<file path="src/phy_ctrl_consts.vh">
// Purpose: Constants for the basic control register block.
// Assumes: 32-entry management register space, 16-bit registers.
// Notes: Definitions only.
`ifndef PHY_CTRL_CONSTS_VH
`define PHY_CTRL_CONSTS_VH
`define REG_ADDR_W 5
`define REG_DATA_W 16
`define REG_BASIC_CONTROL 5'h00
`define VENDOR_SPACE_BIT 4
`define BIT_SOFT_RESET 15
`define BIT_LOOPBACK 14
`define BIT_SPEED 13
`define BIT_AUTONEG_EN 12
`define BIT_POWER_DOWN 11
`define BIT_ISOLATE 10
`define BIT_AUTONEG_RESTART 9
`define BIT_DUPLEX 8
`define BIT_COL_TEST 7
`define RST_LOOPBACK 1'b0
`define RST_POWER_DOWN 1'b0
`define RST_ISOLATE 1'b0
`define RST_DUPLEX 1'b1
`define RST_COL_TEST 1'b0
`define RESERVED_READ 7'h00
`define SOFT_RESET_NS 40
`define CLK_PERIOD_NS 4
`define SOFT_RESET_CYCLES ((`SOFT_RESET_NS + `CLK_PERIOD_NS - 1) / `CLK_PERIOD_NS)
`endif

</file>
<file path="src/pin_sync3.v">
// Purpose: Three-stage synchroniser for a pin input.
// Assumes: Input is asynchronous to clk.
// Notes: A change is accepted once stages two and three agree.
`timescale 1ns/1ns
`default_nettype none
module pin_sync3 (
    input wire clk,
    input wire rst_n,
    input wire pin,
    output reg level
);
    reg s1;
    reg s2;
    reg s3;
    always @(posedge clk or negedge rst_n) begin
        if (!rst_n) begin
            s1 <= 1'b0;
            s2 <= 1'b0;
            s3 <= 1'b0;
            level <= 1'b0;
        end else begin
            s1 <= pin;
            s2 <= s1;
            s3 <= s2;
            if (s2 == s3) begin
                level <= s3;
            end
        end
    end
endmodule // pin_sync3
`default_nettype wire

</file>
<file path="src/phy_basic_control_register.v">
// Purpose: Basic control register of a 10/100 Ethernet transceiver.
// Assumes: A management frame engine presents decoded register accesses.
// Notes: Only address 0 is implemented here; other addresses read zero.
`timescale 1ns/1ns
`default_nettype none
`include "phy_ctrl_consts.vh"
module phy_basic_control_register (
    input wire clk,
    input wire rst_n,
    input wire strap_negotiate_rate_pin,
    input wire reg_wr,
    input wire reg_rd,
    input wire [4:0] reg_addr,
    input wire [15:0] reg_wdata,
    output reg [15:0] reg_rdata,
    output wire vendor_sel,
    input wire an_done,
    input wire an_speed_100,
    input wire an_full_duplex,
    output wire loopback_en,
    output wire power_down,
    output wire isolate,
    output wire col_test_en,
    output wire an_enable,
    output wire an_restart,
    output wire speed_100,
    output wire full_duplex,
    output wire soft_reset_active
);
    localparam integer RESET_CYCLES_I = `SOFT_RESET_CYCLES;
    localparam [7:0] RESET_CYCLES = RESET_CYCLES_I[7:0];
    localparam [1:0] ST_RUN = 2'h0;
    localparam [1:0] ST_RESET = 2'h1;
    localparam [1:0] ST_LATCH = 2'h2;

    reg [1:0] state;
    reg [7:0] rst_count;
    reg strap_latched;
    reg loopback;
    reg speed_sel;
    reg an_en;
    reg pdown;
    reg iso;
    reg restart;
    reg duplex;
    reg col_test;
    wire strap_level;
    wire ctrl_hit;
    wire ctrl_wr;
    reg [15:0] next_rdata;
    wire [15:0] ctrl_view;
    wire [6:0] rsv_bits;
    genvar g;

    // five address bits cover both halves; the top bit picks the vendor half.
    function is_ctrl;
        input [4:0] a;
        begin
            is_ctrl = (a == `REG_BASIC_CONTROL);
        end
    endfunction

    pin_sync3 u_strap_sync (
        .clk(clk),
        .rst_n(rst_n),
        .pin(strap_negotiate_rate_pin),
        .level(strap_level)
    );

    assign ctrl_hit = is_ctrl(reg_addr);
    assign ctrl_wr = reg_wr && ctrl_hit && (state == ST_RUN);
    assign vendor_sel = reg_addr[`VENDOR_SPACE_BIT];

    // Writes arriving during the internal reset are dropped so straps land cleanly.
    always @(posedge clk or negedge rst_n) begin
        if (!rst_n) begin
            // The strap syncer needs several edges after release, so a hardware
            // reset runs the same timed reset before the strap is latched.
            state <= ST_RESET;
            rst_count <= RESET_CYCLES;
            strap_latched <= 1'b0;
            loopback <= `RST_LOOPBACK;
            speed_sel <= 1'b0;
            an_en <= 1'b0;
            pdown <= `RST_POWER_DOWN;
            iso <= `RST_ISOLATE;
            restart <= 1'b0;
            duplex <= `RST_DUPLEX;
            col_test <= `RST_COL_TEST;
        end else begin
            restart <= 1'b0;
            case (state)
                ST_RUN: begin
                    if (ctrl_wr) begin
                        if (reg_wdata[`BIT_SOFT_RESET] && pdown) begin
                            pdown <= 1'b0;
                        end else if (reg_wdata[`BIT_SOFT_RESET]) begin
                            state <= ST_RESET;
                            rst_count <= RESET_CYCLES;
                        end else begin
                            loopback <= reg_wdata[`BIT_LOOPBACK];
                            speed_sel <= reg_wdata[`BIT_SPEED];
                            an_en <= reg_wdata[`BIT_AUTONEG_EN];
                            pdown <= reg_wdata[`BIT_POWER_DOWN];
                            iso <= reg_wdata[`BIT_ISOLATE];
                            restart <= reg_wdata[`BIT_AUTONEG_RESTART];
                            duplex <= reg_wdata[`BIT_DUPLEX];
                            col_test <= reg_wdata[`BIT_COL_TEST];
                        end
                    end
                end
                ST_RESET: begin
                    loopback <= `RST_LOOPBACK;
                    pdown <= `RST_POWER_DOWN;
                    iso <= `RST_ISOLATE;
                    duplex <= `RST_DUPLEX;
                    col_test <= `RST_COL_TEST;
                    if (rst_count <= 8'h01) begin
                        state <= ST_LATCH;
                    end else begin
                        rst_count <= rst_count - 8'h01;
                    end
                end
                ST_LATCH: begin
                    strap_latched <= strap_level;
                    speed_sel <= strap_level;
                    an_en <= strap_level;
                    state <= ST_RUN;
                end
                default: begin
                    state <= ST_RUN;
                end
            endcase
        end
    end

    assign ctrl_view[`BIT_SOFT_RESET] = soft_reset_active;
    assign ctrl_view[`BIT_LOOPBACK] = loopback;
    assign ctrl_view[`BIT_SPEED] = speed_sel;
    assign ctrl_view[`BIT_AUTONEG_EN] = an_en;
    assign ctrl_view[`BIT_POWER_DOWN] = pdown;
    assign ctrl_view[`BIT_ISOLATE] = iso;
    assign ctrl_view[`BIT_AUTONEG_RESTART] = restart;
    assign ctrl_view[`BIT_DUPLEX] = duplex;
    assign ctrl_view[`BIT_COL_TEST] = col_test;

    assign rsv_bits = `RESERVED_READ;
    generate
        for (g = 0; g < `BIT_COL_TEST; g = g + 1) begin : g_rsv
            assign ctrl_view[g] = rsv_bits[g];
        end
    endgenerate

    // unmapped addresses read zero
    // Read data holds between reads so a slow controller can sample it late.
    always @* begin
        next_rdata = reg_rdata;
        if (reg_rd) begin
            if (ctrl_hit) begin
                next_rdata = ctrl_view;
            end else begin
                next_rdata = 16'h0000;
            end
        end
    end

    always @(posedge clk or negedge rst_n) begin
        if (!rst_n) begin
            reg_rdata <= 16'h0000;
        end else begin
            reg_rdata <= next_rdata;
        end
    end

    assign loopback_en = loopback;
    assign power_down = pdown;
    assign isolate = iso;
    assign col_test_en = col_test;
    assign an_enable = an_en;
    assign an_restart = restart;
    assign speed_100 = an_en ? (an_done & an_speed_100) : speed_sel;
    assign full_duplex = an_en ? (an_done & an_full_duplex) : duplex;
    assign soft_reset_active = (state != ST_RUN);
endmodule // phy_basic_control_register
`default_nettype wire

</file>
<file path="config.mk">
export PLATFORM = sky130hd
export DESIGN_NAME = phy_basic_control_register
export DESIGN_NICKNAME = d
export VERILOG_FILES = /design/src/pin_sync3.v /design/src/phy_basic_control_register.v
export VERILOG_INCLUDE_DIRS = /design/src
export SDC_FILE = /design/constraint.sdc
export NUM_CORES = 1
export LEC_CHECK = 0
export ABC_AREA = 0
export BUFFER_PORTS_ARGS = -buffer_cell sky130_fd_sc_hd__buf_2
export CAP_MARGIN = 20
export CORE_ASPECT_RATIO = 0.9
export CORE_MARGIN = 2
export CORE_UTILIZATION = 45
export DETAILED_ROUTE_END_ITERATION = 10
export PLACE_DENSITY = 0.73
export SLEW_MARGIN = 20
export SYNTH_ARGS = -nofsm -noshare
export SYNTH_HDL_FRONTEND = slang
export SYNTH_HIERARCHICAL = 1
export SYNTH_SLANG_ARGS = --single-unit
</file>
<file path="constraint.sdc">
create_clock -name clk -period 2.4 [get_ports clk]
set_clock_uncertainty 0.05 [all_clocks]
set_input_delay 0.12 -clock clk [delete_from_list [all_inputs] [get_ports clk]]
set_output_delay 0.12 -clock clk [all_outputs]
set_load 0.005 [all_outputs]
</file>
=== Yosys cells after proc, flatten, opt, wreduce, memory -nomap -nowiden ===
Index checks and enable logic that the tools add are counted.
W data, S select, Z words.

* Bits in registers: 38
* Bits of input ports: 29
* Output and inout bits: 26
* Logic and storage cells: 87

* Add/sub/neg operators: 1
* Order comparisons: 1
* Eq/ne operators: 10
* Muxes and demuxes: 45
* Bitwise logic cells: 2
* Reductions and logical operators: 13

{| class="wikitable"
|+ Operators with widths
! cell !! number
|-
| $mux W8 || 4
|-
| $mux W1 || 27
|-
| $mux W16 || 1
|-
| $pmux W8 S2 || 1
|-
| $pmux W1 S2 || 7
|-
| $ne A2 B2 Y1 const B || 6
|-
| $reduce_and A4 Y1 || 3
|-
| $le A8 B1 Y1 const B || 1
|-
| $mux W2 || 4
|-
| $sub A8 B1 Y8 const B || 1
|-
| $reduce_bool A2 Y1 || 3
|-
| $logic_not A5 Y1 || 1
|-
| $reduce_and A5 Y1 || 1
|-
| $pmux W2 S2 || 1
|-
| $logic_and A1 B1 Y1 || 3
|-
| $ne A3 B2 Y1 const B || 1
|-
| $reduce_and A3 Y1 || 1
|-
| $and A1 B1 Y1 || 2
|-
| $eq A2 B1 Y1 const B || 1
|-
| $eq A2 B2 Y1 const B || 1
|-
| $logic_not A2 Y1 || 1
|-
| $eq A1 B1 Y1 || 1
|}

=== Depth between registers and ports, before layout ===
Gate-level depths: netlist of run 1.

* Depth after elaboration: 5
* Gate-level depth with buffers: 7
* Depth with buffers taken out: 7

=== Hierarchy ===
Netlist of run 1, hierarchy kept.

{| class="wikitable"
|+ By module, submodules not included
! module !! instances !! cells an instance !! area each (µm²) !! sequential area each (µm²)
|-
| phy_basic_control_register || 1 || 162 || 1447.6 || 680.7
|-
| pin_sync3 || 1 || 5 || 111.4 || 100.1
|}

=== Least setup slack after synthesis of run 1 ===
Ideal clock, no wire load.

* Path type: reg2reg
* Start: register rst_count[1]
* End: register rst_count[4]
* Library setup time: 0.126 ns
* Data arrival time: 1.913 ns
* Data required time: 2.224 ns
* Slack: 0.311 ns
* Cell stages (with the launch flop): 8
* Buffers on the path: 0
* Clock period less this slack: 2.089 ns
* Path through: dfstp_2 > inv_1 > ha_1 > nor2_1 > or4_4 > nand2_4 > or4b_2 > mux2i_1

* Longest elaborated chain between the ends: 3
* Elaborated cells between the ends (all ways): 6
* Classes of those cells: add/sub: 1; order compare: 1; eq/ne: 1; mux: 2; reduce/logical: 1

{| class="wikitable"
|+ Ends and longest elaborated chain
! what !! line !! RTL
|-
| from (decl) || phy_basic_control_register.v:37 || <nowiki>reg [7:0] rst_count;</nowiki>
|-
| from (signal assigned) || phy_basic_control_register.v:121 || <nowiki>rst_count <= rst_count - 8'h01;</nowiki>
|-
| $sub A8 B1 Y8 / $le A8 B1 Y1 (equally long branches) || phy_basic_control_register.v:121, phy_basic_control_register.v:118 ||
|-
| $mux W8 / $ne A2 B2 Y1 (equally long branches) || n/a ||
|-
| $pmux W8 S2 / $reduce_and A5 Y1 (equally long branches) || n/a ||
|}

Parallel ways exist; a longest one is shown, timed or not. The select of a mux whose other input is x is not followed.
A chain may end at the register's enable or synchronous reset.

=== Worst setup path in the final report of run 1 ===
Ends and elaborated chain as after synthesis.

==> run_results.csv, run 1 <==
group,metric,value,unit
power_and_ir_drop,seq_power_share,50.1,%
drt,antenna_left,0,
synthesis,synth_cell_types,39,
synthesis,yosysWarnings,6,
die,die_area,0.00395,mm^2
sta,setup_ws,194,ps
clock_tree,cts_made_buffers,5,
sta,finalHoldViolations,0,
power_and_ir_drop,ir_drop,0.332,mV
synthesis,ys_ff_latch,31,
worst_setup_path,setup.worst_path.class,"flip-flop to flip-flop",
clock_tree,clkLatencyLatePin,280,ps
die,fp.dieW,66.0,um
layout,nets,240,
sta,period_share,91.9,%
clock_tree,h-tree-depth,2,
worst_setup_path,r2r_cells,7,
global_routing,grt-ovfl-total,0,
worst_setup_path,path_max_fanout,7,
drt,drt-pass1-iter-count,4,
place,io_buffers,40,
sta,whs,19.0,ps
drt,vias,1289,
sta,grt_setup_unrepaired,"false",
layout,areaGrowthSynthToFinish,19.3,%
clock_tree,cts_tree,"done",
place,hpwl,2220,um
sta,slew_headroom,55.5,%
worst_setup_path,critPathLaunch,"rst_count[1]",
synthesis,ys.flop_type,"dfrtp_1",
layout,nFillCells,307,
place,gp_congestion,0.823,
clock_tree,cts_root_buffer,"clkbuf_8",
sta,max_clock_freq,0.453,GHz
status,status,"finished clean",
synthesis,synth_edf_count,0,
worst_setup_path,r2r_slack,190,ps
power_and_ir_drop,p_sw_share,28.2,%
power_and_ir_drop,p_leak,0.911,nW
worst_setup_path,critical_path_arrival,2330,ps
synthesis,syn_inst,167,
drt,drt_iter0_markers,85,
sta,setup_viol,0,
worst_setup_path,cp-endpoint,"rst_count[4]",
clock_tree,cts_resized,0,
place,pre_cts_slack,206,ps
global_routing,grt_pass1_wl,4940,um
layout,num_antenna_cells,0,
power_and_ir_drop,p_comb_share,18.3,%
synthesis,syn_area_per_cell,9.34,um^2
hold_path,hold_class,"input port to flip-flop",
layout,instances_no_fill,254,
synthesis,netlist_area,0.00156,mm^2
die,fp.dieH,59.8,um
worst_setup_path,r2r_end,"rst_count[4]",
power_and_ir_drop,internal_power,0.000885,W
sta,worst_pin_slew,668,ps
global_routing,first_global_vias,1151,
drt,wl_per_cell,11.9,um
die,coreArea,0.00335,mm^2
die,std_cell_rows,20,
drt,wl,3030,um
worst_setup_path,cp-end-kind,"flip-flop",
drt,drt-vias-per-instance,5.07,
drt,post-route-drc-count,0,
run,drv_cap,0,
clock_tree,cts.path.max_buffers,2,
global_routing,grt_max_degree,32,
power_and_ir_drop,power,0.00123,W
sta,drv_slew,0,
synthesis,seq_area_frac_synth,50.1,%
power_and_ir_drop,power_density,663,mW/mm^2
power_and_ir_drop,netSwitchingPower,0.000348,W
worst_setup_path,worstPathRequired,2520,ps
die,initial_utilization,46.5,%
global_routing,track_usage,16.6,%
sta,tns,0,ps
worst_setup_path,critPathLaunchType,"flip-flop",
clock_tree,clkTransAtPathRegs,60,ps
worst_setup_path,worstReg2RegStart,"rst_count[1]",
layout,final_layout_size_suffix_gt1_share,29.0,%
synthesis,synthArstFlopShare,100,%
power_and_ir_drop,clock_power_share,31.6,%
global_routing,antenna_found_initial,0,
clock_tree,cts.sinks,31,
place,dp.cells,244,
die,io_pins,55,
sta,period_needed,2210,ps
-- power groups by stage --
stage               Sequential [W]  Combinational, W  Clock [W]
floorplan                 0.000615          0.000163          0
global placement          0.000623          0.000219          0
detailed placement        0.000626          0.000223          0
CTS                       0.000617          0.000227   0.000404
global route              0.000626          0.000255   0.000422
finish                    0.000618          0.000225   0.000390
-- critical path: stages, from the launching register on --
cell     delay (ps)
dfstp_2         530
inv_1            50
ha_1            220
nor2_1          180
or4_4           170
nand2_4          80
or4b_2          670
mux2i_1         140
-- per-stage QoR --
stage	utilization (%)	instance area, um^2
3_3_place_gp	52.4	1760
5_1_grt	55.4	1860
4_1_cts	55.4	1860
3_5_place_dp	52.4	1760
6_report	55.4	1860
2_1_floorplan	-	1580
-- layout make-up --
class / count / area (um^2) / share of cell area, %
timing repair buffer: 42 / 220 / 11.8
multi-input combinational: 111 / 654 / 35.2
inverter: 18 / 67.6 / 3.63
sequential: 31 / 781 / 42.0
tap: 44 / 55.1 / 2.96
clock buffer: 7 / 76.3 / 4.10
clock inverter: 1 / 5.00 / 0.269
-- Yosys cell counts (all sizes together), types with 2 or more instances --
cell type,number,area [um^2]
nand2,13,63.8
a22o,3,27.5
nor2,15,56.3
ha,2,25.0
or4b,2,20.0
clkbuf,5,18.8
and2,2,13.8
a21oi,2,10.0
nand3,15,75.1
nor3,8,40.0
or4,2,22.5
a22oi,3,22.5
inv,18,67.6
o22a,3,27.5
dfstp,4,105
dfrtp,27,676
o21ai,17,85.1
or3,2,12.5
buf,8,60.1
-- flip-flops by register name (all words and copies together), names as in the netlist --
name and cells:
power_down 1, u_strap_sync/s3 1, isolate 1, reg_rdata 9, col_test_en 1, an_restart 1
u_strap_sync/s2 1, duplex 1, rst_count 8, u_strap_sync/level 1, speed_sel 1, loopback_en 1
state 2, u_strap_sync/s1 1, an_enable 1
-- how the worst min path moves through the flow --
stage / start / to / cells after the start / slack, ps
2_1_floorplan: rst_n / an_enable / 0 / -230
3_3_place_gp: rst_n / reg_rdata[14] / 1 / 150
3_5_place_dp: rst_n / reg_rdata[14] / 1 / 150
4_1_cts: reg_wdata[9] / an_restart / 2 / 8
5_1_grt: reg_wdata[9] / an_restart / 2 / 10
6_report: reg_wdata[9] / an_restart / 2 / 20
-- timing repair --
| action | CTS | global route |
|---|---|---|
| endpoints found under the hold margin | 28 | 0 |
| hold buffers | 2 | 0 |
| setup buffers | 0 | 0 |
-- logic make-up after synthesis --
kind of cell             synth area share, %
AO/OA/AOI/OAI                           14.9
AND/OR/NAND/NOR                         22.4
flip-flops                              50.1
buffers and inverters                   9.39
multiplexers                           0.642
adder cells (fa/ha/maj)                 2.33
other                                  0.241
-- cells in the final DEF, fill, tap and decap left out, types with 2 or more instances in the layout --
cell type	synthesis	layout
a21oi_1	2	2
a22o_1	2	2
a22oi_1	3	3
buf_2	0	40
clkbuf_1	5	2
clkbuf_8	0	5
conb_1	1	7
dfrtp_1	27	27
dfstp_2	4	4
dlygate4sd3_1	0	2
ha_1	2	2
inv_1	18	18
nand2_1	11	11
nand2_4	2	2
nand3_1	15	15
nor2_1	15	15
nor3_1	8	8
o21ai_0	17	17
o22a_1	2	2
or3_1	2	2
or4_4	2	2
or4b_2	2	2
-- metal layers --
layer	wire length (um)	share of wire, %	up-vias	GRT usage [%]
met1	1430	47	598	21.4
met3	197	6.5	2	5.65
met5	0	0	-	0
li1	-	-	651	-
met4	29	0.96	0	4.37
met2	1370	45	38	27.1
Power figures use the tool's default switching activity.
==> run 2: changes to the inputs <==
--- a/config.mk
+++ b/config.mk
@@ -13,5 +13,5 @@
 export CORE_MARGIN = 2
-export CORE_UTILIZATION = 45
+export CORE_UTILIZATION = 44
 export DETAILED_ROUTE_END_ITERATION = 10
-export PLACE_DENSITY = 0.73
+export PLACE_DENSITY = 0.75
 export SLEW_MARGIN = 20
==> constraint.sdc (replaced) <==
create_clock -name clk -period 1.9 [get_ports clk]
set_clock_uncertainty 0.05 [all_clocks]
set_input_delay 0.095 -clock clk [delete_from_list [all_inputs] [get_ports clk]]
set_output_delay 0.095 -clock clk [all_outputs]
set_load 0.01 [all_outputs]
==> run_results.csv, run 2 (same netlist as run 1, synthesis figures left out) <==
group,metric,value,unit
status,status,"finished with violations",
status,failed_checks,"setup timing",
clock_tree,clkLatencyLatePin,290,ps
sta,setup_viol,1,
layout,nets,254,
power_and_ir_drop,power_density,841,mW/mm^2
clock_tree,cts_root_buffer,"clkbuf_8",
clock_tree,clkTransAtPathRegs,60,ps
layout,top_regs,"reg_rdata (9), rst_count (8), state (2)",
place,gp_congestion,0.827,
layout,final_common_cell,"buf_2",
worst_setup_path,crit_path_frequent_cell,"or4_4",
layout,areaGrowthSynthToFinish,28.9,%
layout,mostFrequentLayoutCells,"buf_2 (40), dfrtp_1 (27), inv_1 (17), o21ai_0 (17), nand3_1 (15)",
run,drv_cap,0,
worst_setup_path,cp_slowest_stage_delay,530,ps
sta,max_clock_freq,0.522,GHz
layout,instances_no_fill,268,
sta,drv_slew,0,
sta,period_share,101,%
global_routing,grt-ovfl-total,0,
power_and_ir_drop,ir_drop,0.348,mV
place,dp.cells,255,
drt,drt-vias-per-instance,5.13,
power_and_ir_drop,netSwitchingPower,0.000485,W
power_and_ir_drop,seq_power_share,45.7,%
sta,finalHoldViolations,0,
layout,final_layout_size_suffix_gt1_share,35.7,%
worst_setup_path,critical_path_arrival,2080,ps
worst_setup_path,r2r_slack,-20,ps
die,initial_utilization,46.1,%
worst_setup_path,critPathLaunch,"rst_count[6]",
layout,largest_register_ffs,9,
worst_setup_path,r2r_end,"rst_count[4]",
worst_setup_path,cp-end-kind,"flip-flop",
clock_tree,cts.path.max_buffers,2,
worst_setup_path,path_max_fanout,5,
drt,drt-pass1-iter-count,4,
clock_tree,cts_made_buffers,5,
die,std_cell_rows,20,
power_and_ir_drop,power,0.00169,W
clock_tree,cts_tree,"done",
drt,antenna_left,0,
sta,grt_setup_unrepaired,"true",
worst_setup_path,worstPathCellList,"or4_4 -> or4_4 -> nand2_4 -> or4b_4 -> mux2i_1",
power_and_ir_drop,p_comb_share,22.7,%
sta,tns,-17.4,ps
layout,finish.instance_area,0.00201,mm^2
die,fp.dieW,66.7,um
sta,worst_pin_slew,667,ps
drt,wl_per_cell,12.4,um
global_routing,grt_max_degree,32,
worst_setup_path,critPathLaunchType,"flip-flop",
drt,vias,1376,
worst_setup_path,worstPathRequired,2060,ps
layout,num_antenna_cells,0,
die,coreArea,0.00338,mm^2
power_and_ir_drop,internal_power,0.00121,W
layout,regMostFlops,"reg_rdata",
drt,post-route-drc-count,0,
hold_path,hold_class,"input port to flip-flop",
power_and_ir_drop,clock_power_share,31.5,%
power_and_ir_drop,p_sw_share,28.7,%
worst_setup_path,setup.worst_path.class,"flip-flop to flip-flop",
global_routing,grt_pass1_wl,5410,um
place,place_area,0.00185,mm^2
worst_setup_path,r2r_cells,5,
die,die_area,0.00404,mm^2
global_routing,first_global_vias,1222,
global_routing,antenna_found_initial,0,
sta,setup_ws,-17.4,ps
place,pre_cts_slack,-51.5,ps
place,io_buffers,40,
die,fp.dieH,60.5,um
clock_tree,cts.sinks,31,
drt,drt_iter0_markers,72,
sta,period_needed,1920,ps
worst_setup_path,worstReg2RegStart,"rst_count[6]",
clock_tree,h-tree-depth,2,
worst_setup_path,slowest_stage,"or4_4",
sta,slew_headroom,55.5,%
drt,wl,3320,um
worst_setup_path,cp-endpoint,"rst_count[4]",
global_routing,track_usage,18.4,%
power_and_ir_drop,p_leak,0.995,nW
place,hpwl,2450,um
die,io_pins,55,
## run 2: worst max-delay path: cells and delay by family (launching register included)
family,cells,cell delay [ps]
DFF,1,400
muxes,1,170
and+or+nand+nor,4,1220
## run 2: power by group through the flow
stage | Combinational [W] | Clock [W] | Sequential, W
after CTS | 0.000355 | 0.000552 | 0.000770
after detailed placement | 0.000341 | 0 | 0.000781
after floorplan | 0.000223 | 0 | 0.000782
final | 0.000384 | 0.000533 | 0.000773
after global placement | 0.000335 | 0 | 0.000779
after global routing | 0.000431 | 0.000578 | 0.000782
## run 2: through the flow
stage                     hold WS (ps)  util [%]
after global placement             121      54.9
after detailed placement           121      54.9
final                             70.0      59.5
after global routing              86.9      59.5
after floorplan                   -251         -
after CTS                         66.9      58.6
## run 2: what timing repair did
item,in CTS,in global routing
setup endpoints to repair,3,8
endpoints found under the hold margin,29,0
setup buffers,0,2
gates resized for setup,1,4
hold buffers,3,0
pin swaps,3,7
## run 2: routing by layer
layer  up-vias  wire [um]  GRT usage (%)  share of wire [%]
met5         -          0              0                  0
met4         0         51           10.2                1.5
met3         6        190           6.31                5.7
met2        38       1590           28.7                 48
met1       647       1490           22.6                 45
li1        685          -              -                  -
## run 2: area by class of cell
cell class	count	area, um^2
fillers	295	1370
well taps	44	55.1
flip-flops and latches	31	781
repair buffers	56	328
multi-input cells	111	687
inverters	18	67.6
clock inverters	1	5.00
clock buffers	7	86.3
## run 2: worst min path at each step
| stage | from | end | slack [ps] | depth (start not counted) |
|---|---|---|---|---|
| after CTS | reg_wdata[7] | col_test_en | 70 | 3 |
| final | reg_wdata[7] | col_test_en | 70 | 3 |
| after global routing | reg_wdata[14] | loopback_en | 90 | 3 |
| after detailed placement | rst_n | reg_rdata[14] | 120 | 1 |
| after global placement | rst_n | reg_rdata[7] | 120 | 1 |
| after floorplan | rst_n | an_enable | -250 | 0 |
==> run 3: changes to the inputs <==
BUFFER_PORTS_ARGS = default   (was -buffer_cell sky130_fd_sc_hd__buf_2)
CORE_UTILIZATION = 45   (was 44)
DONT_BUFFER_PORTS = 1   (was default)
PLACE_DENSITY = 0.62   (was 0.75)
==> run_results.csv, run 3 (same netlist as run 1, synthesis figures left out) <==
group,metric,value,unit
status,status,"finished with violations",
status,failed_checks,"setup timing",
global_routing,grt_max_degree,32,
worst_setup_path,worstPathRequired,2020,ps
sta,finalHoldViolations,0,
worst_setup_path,r2r_slack,-50,ps
clock_tree,clkTransAtPathRegs,70,ps
sta,slew_headroom,65.2,%
hold_path,whs_path_depth,3,
power_and_ir_drop,ir_drop,0.519,mV
clock_tree,cts.path.max_buffers,2,
worst_setup_path,worstPathCellList,"or4_4 -> or4_4 -> nand2_4 -> nand2_4 -> a22o_1",
worst_setup_path,critical_path_arrival,2070,ps
global_routing,track_usage,20.0,%
global_routing,grt.busiest_layer,"met2",
power_and_ir_drop,p_leak,0.882,nW
place,dp.cells,218,
die,die_area,0.00395,mm^2
drt,antenna_left,0,
hold_path,hold_path.startpoint,"reg_wr",
drt,vias,1293,
worst_setup_path,r2r_cells,5,
layout,final_layout_size_suffix_gt1_share,23.5,%
drt,drt_iter0_markers,74,
run,drv_cap,0,
clock_tree,cts_made_buffers,5,
drt,wl_per_cell,14.6,um
sta,setup_viol,4,
clock_tree,h-tree-depth,2,
worst_setup_path,path_max_fanout,6,
clock_tree,clkLatencyLatePin,280,ps
layout,mostFrequentLayoutCells,"dfrtp_1 (27), inv_1 (17), o21ai_0 (16)",
hold_path,holdPathEnd,"power_down",
layout,instances_no_fill,240,
global_routing,first_global_vias,1292,
die,fp.dieH,59.8,um
worst_setup_path,cp_slowest_stage_delay,540,ps
clock_tree,cts_root_buffer,"clkbuf_8",
layout,areaGrowthSynthToFinish,25.8,%
place,pre_cts_slack,-70.7,ps
die,initial_utilization,46.5,%
sta,max_clock_freq,0.512,GHz
clock_tree,cts_tree,"done",
power_and_ir_drop,power,0.00168,W
power_and_ir_drop,power_density,857,mW/mm^2
layout,num_antenna_cells,0,
global_routing,grt_pass1_wl,5820,um
worst_setup_path,setup.worst_path.class,"flip-flop to flip-flop",
die,fp.dieW,66.0,um
die,coreArea,0.00335,mm^2
layout,regMostFlops,"reg_rdata",
sta,drv_slew,0,
clock_tree,cts.sinks,31,
worst_setup_path,cp-end-kind,"flip-flop",
global_routing,grtUsageMet2,33.5,%
global_routing,met1_usage,24.5,%
global_routing,antenna_found_initial,0,
worst_setup_path,r2r_end,"rst_count[6]",
worst_setup_path,slowest_stage,"or4_4",
worst_setup_path,worstReg2RegStart,"rst_count[6]",
place,hpwl,2490,um
sta,worst_pin_slew,520,ps
layout,top_regs,"reg_rdata (9), rst_count (8), state (2)",
hold_path,hold_class,"input port to flip-flop",
sta,grt_setup_unrepaired,"true",
drt,drt-vias-per-instance,5.39,
place,io_buffers,0,
layout,largest_register_ffs,9,
worst_setup_path,critPathLaunch,"rst_count[6]",
global_routing,use_met3,4.90,%
layout,final_common_cell,"dfrtp_1",
worst_setup_path,critical_path.top_delay_family,"simple AND/OR/NAND/NOR gates",
drt,wl,3500,um
sta,setup_ws,-52.6,ps
layout,nets,226,
place,gp_congestion,0.811,
drt,drt-pass1-iter-count,4,
worst_setup_path,critPathBufInv,0,
sta,period_needed,1950,ps
global_routing,grt-ovfl-total,0,
worst_setup_path,critPathLaunchType,"flip-flop",
die,std_cell_rows,20,
sta,period_share,103,%
drt,post-route-drc-count,0,
die,io_pins,55,
==> run 3: changes by cell type in the layout (fill, tap and decap cells not counted), sizes merged <==
cell         change
buf             -35
dlygate4sd3      +7
==> run 3: power breakdown <==
group	internal, W	switching, W
clock network	0.000256	0.000228
logic	0.000213	0.000203
registers	0.000722	0.0000563
==> run 3: routing by layer <==
layer | part of all wire [%] | up-vias
li1 | - | 622
met1 | 44 | 623
met2 | 49 | 41
met3 | 5.0 | 7
met4 | 1.9 | 0
met5 | 0 | -
==> run 3: metrics by stage <==
stage          util (%)  hold WS (ps)  cell area (um^2)  setup TNS [ps]
6_report           58.5          17.5              1960            -124
5_1_grt            58.5          50.5              1960            -594
4_1_cts            56.1          12.7              1880            -162
3_5_place_dp       50.0          -250              1680            -158
3_3_place_gp       50.0          -250              1680           -43.2
2_1_floorplan         -          -251              1590               0
==> run 3: what timing repair did <==
action                                 in CTS  in global routing
gates resized for setup                     1                 12
hold buffers                               11                  0
setup endpoints to repair                   5                  8
endpoints found under the hold margin      48                  0
buffers inserted                            0                  3
pin swaps                                   3                  6
==> run 3: area by class of cell <==
| class | count | area (um^2) |
|---|---|---|
| fill | 311 | 1390 |
| inverter | 18 | 67.6 |
| clock buffer | 7 | 76.3 |
| tap | 44 | 55.1 |
| multi-input combinational | 111 | 717 |
| clock inverter | 1 | 5.00 |
| sequential | 31 | 781 |
| timing repair buffer | 28 | 259 |
==> run 3: worst min-delay path: stages <==
cell	delay, ps
nand2_1	40
a32oi_1	40
o21ai_0	130
==> run 3: worst max path at each step <==
stage / to / slack [ps] / depth (start not counted)
6_report: rst_count[6] / -50 / 5
2_1_floorplan: rst_count[4] / 4 / 7
5_1_grt: rst_count[7] / -110 / 6
4_1_cts: rst_count[7] / -60 / 5
3_3_place_gp: rst_count[4] / -20 / 7
3_5_place_dp: rst_count[4] / -70 / 7
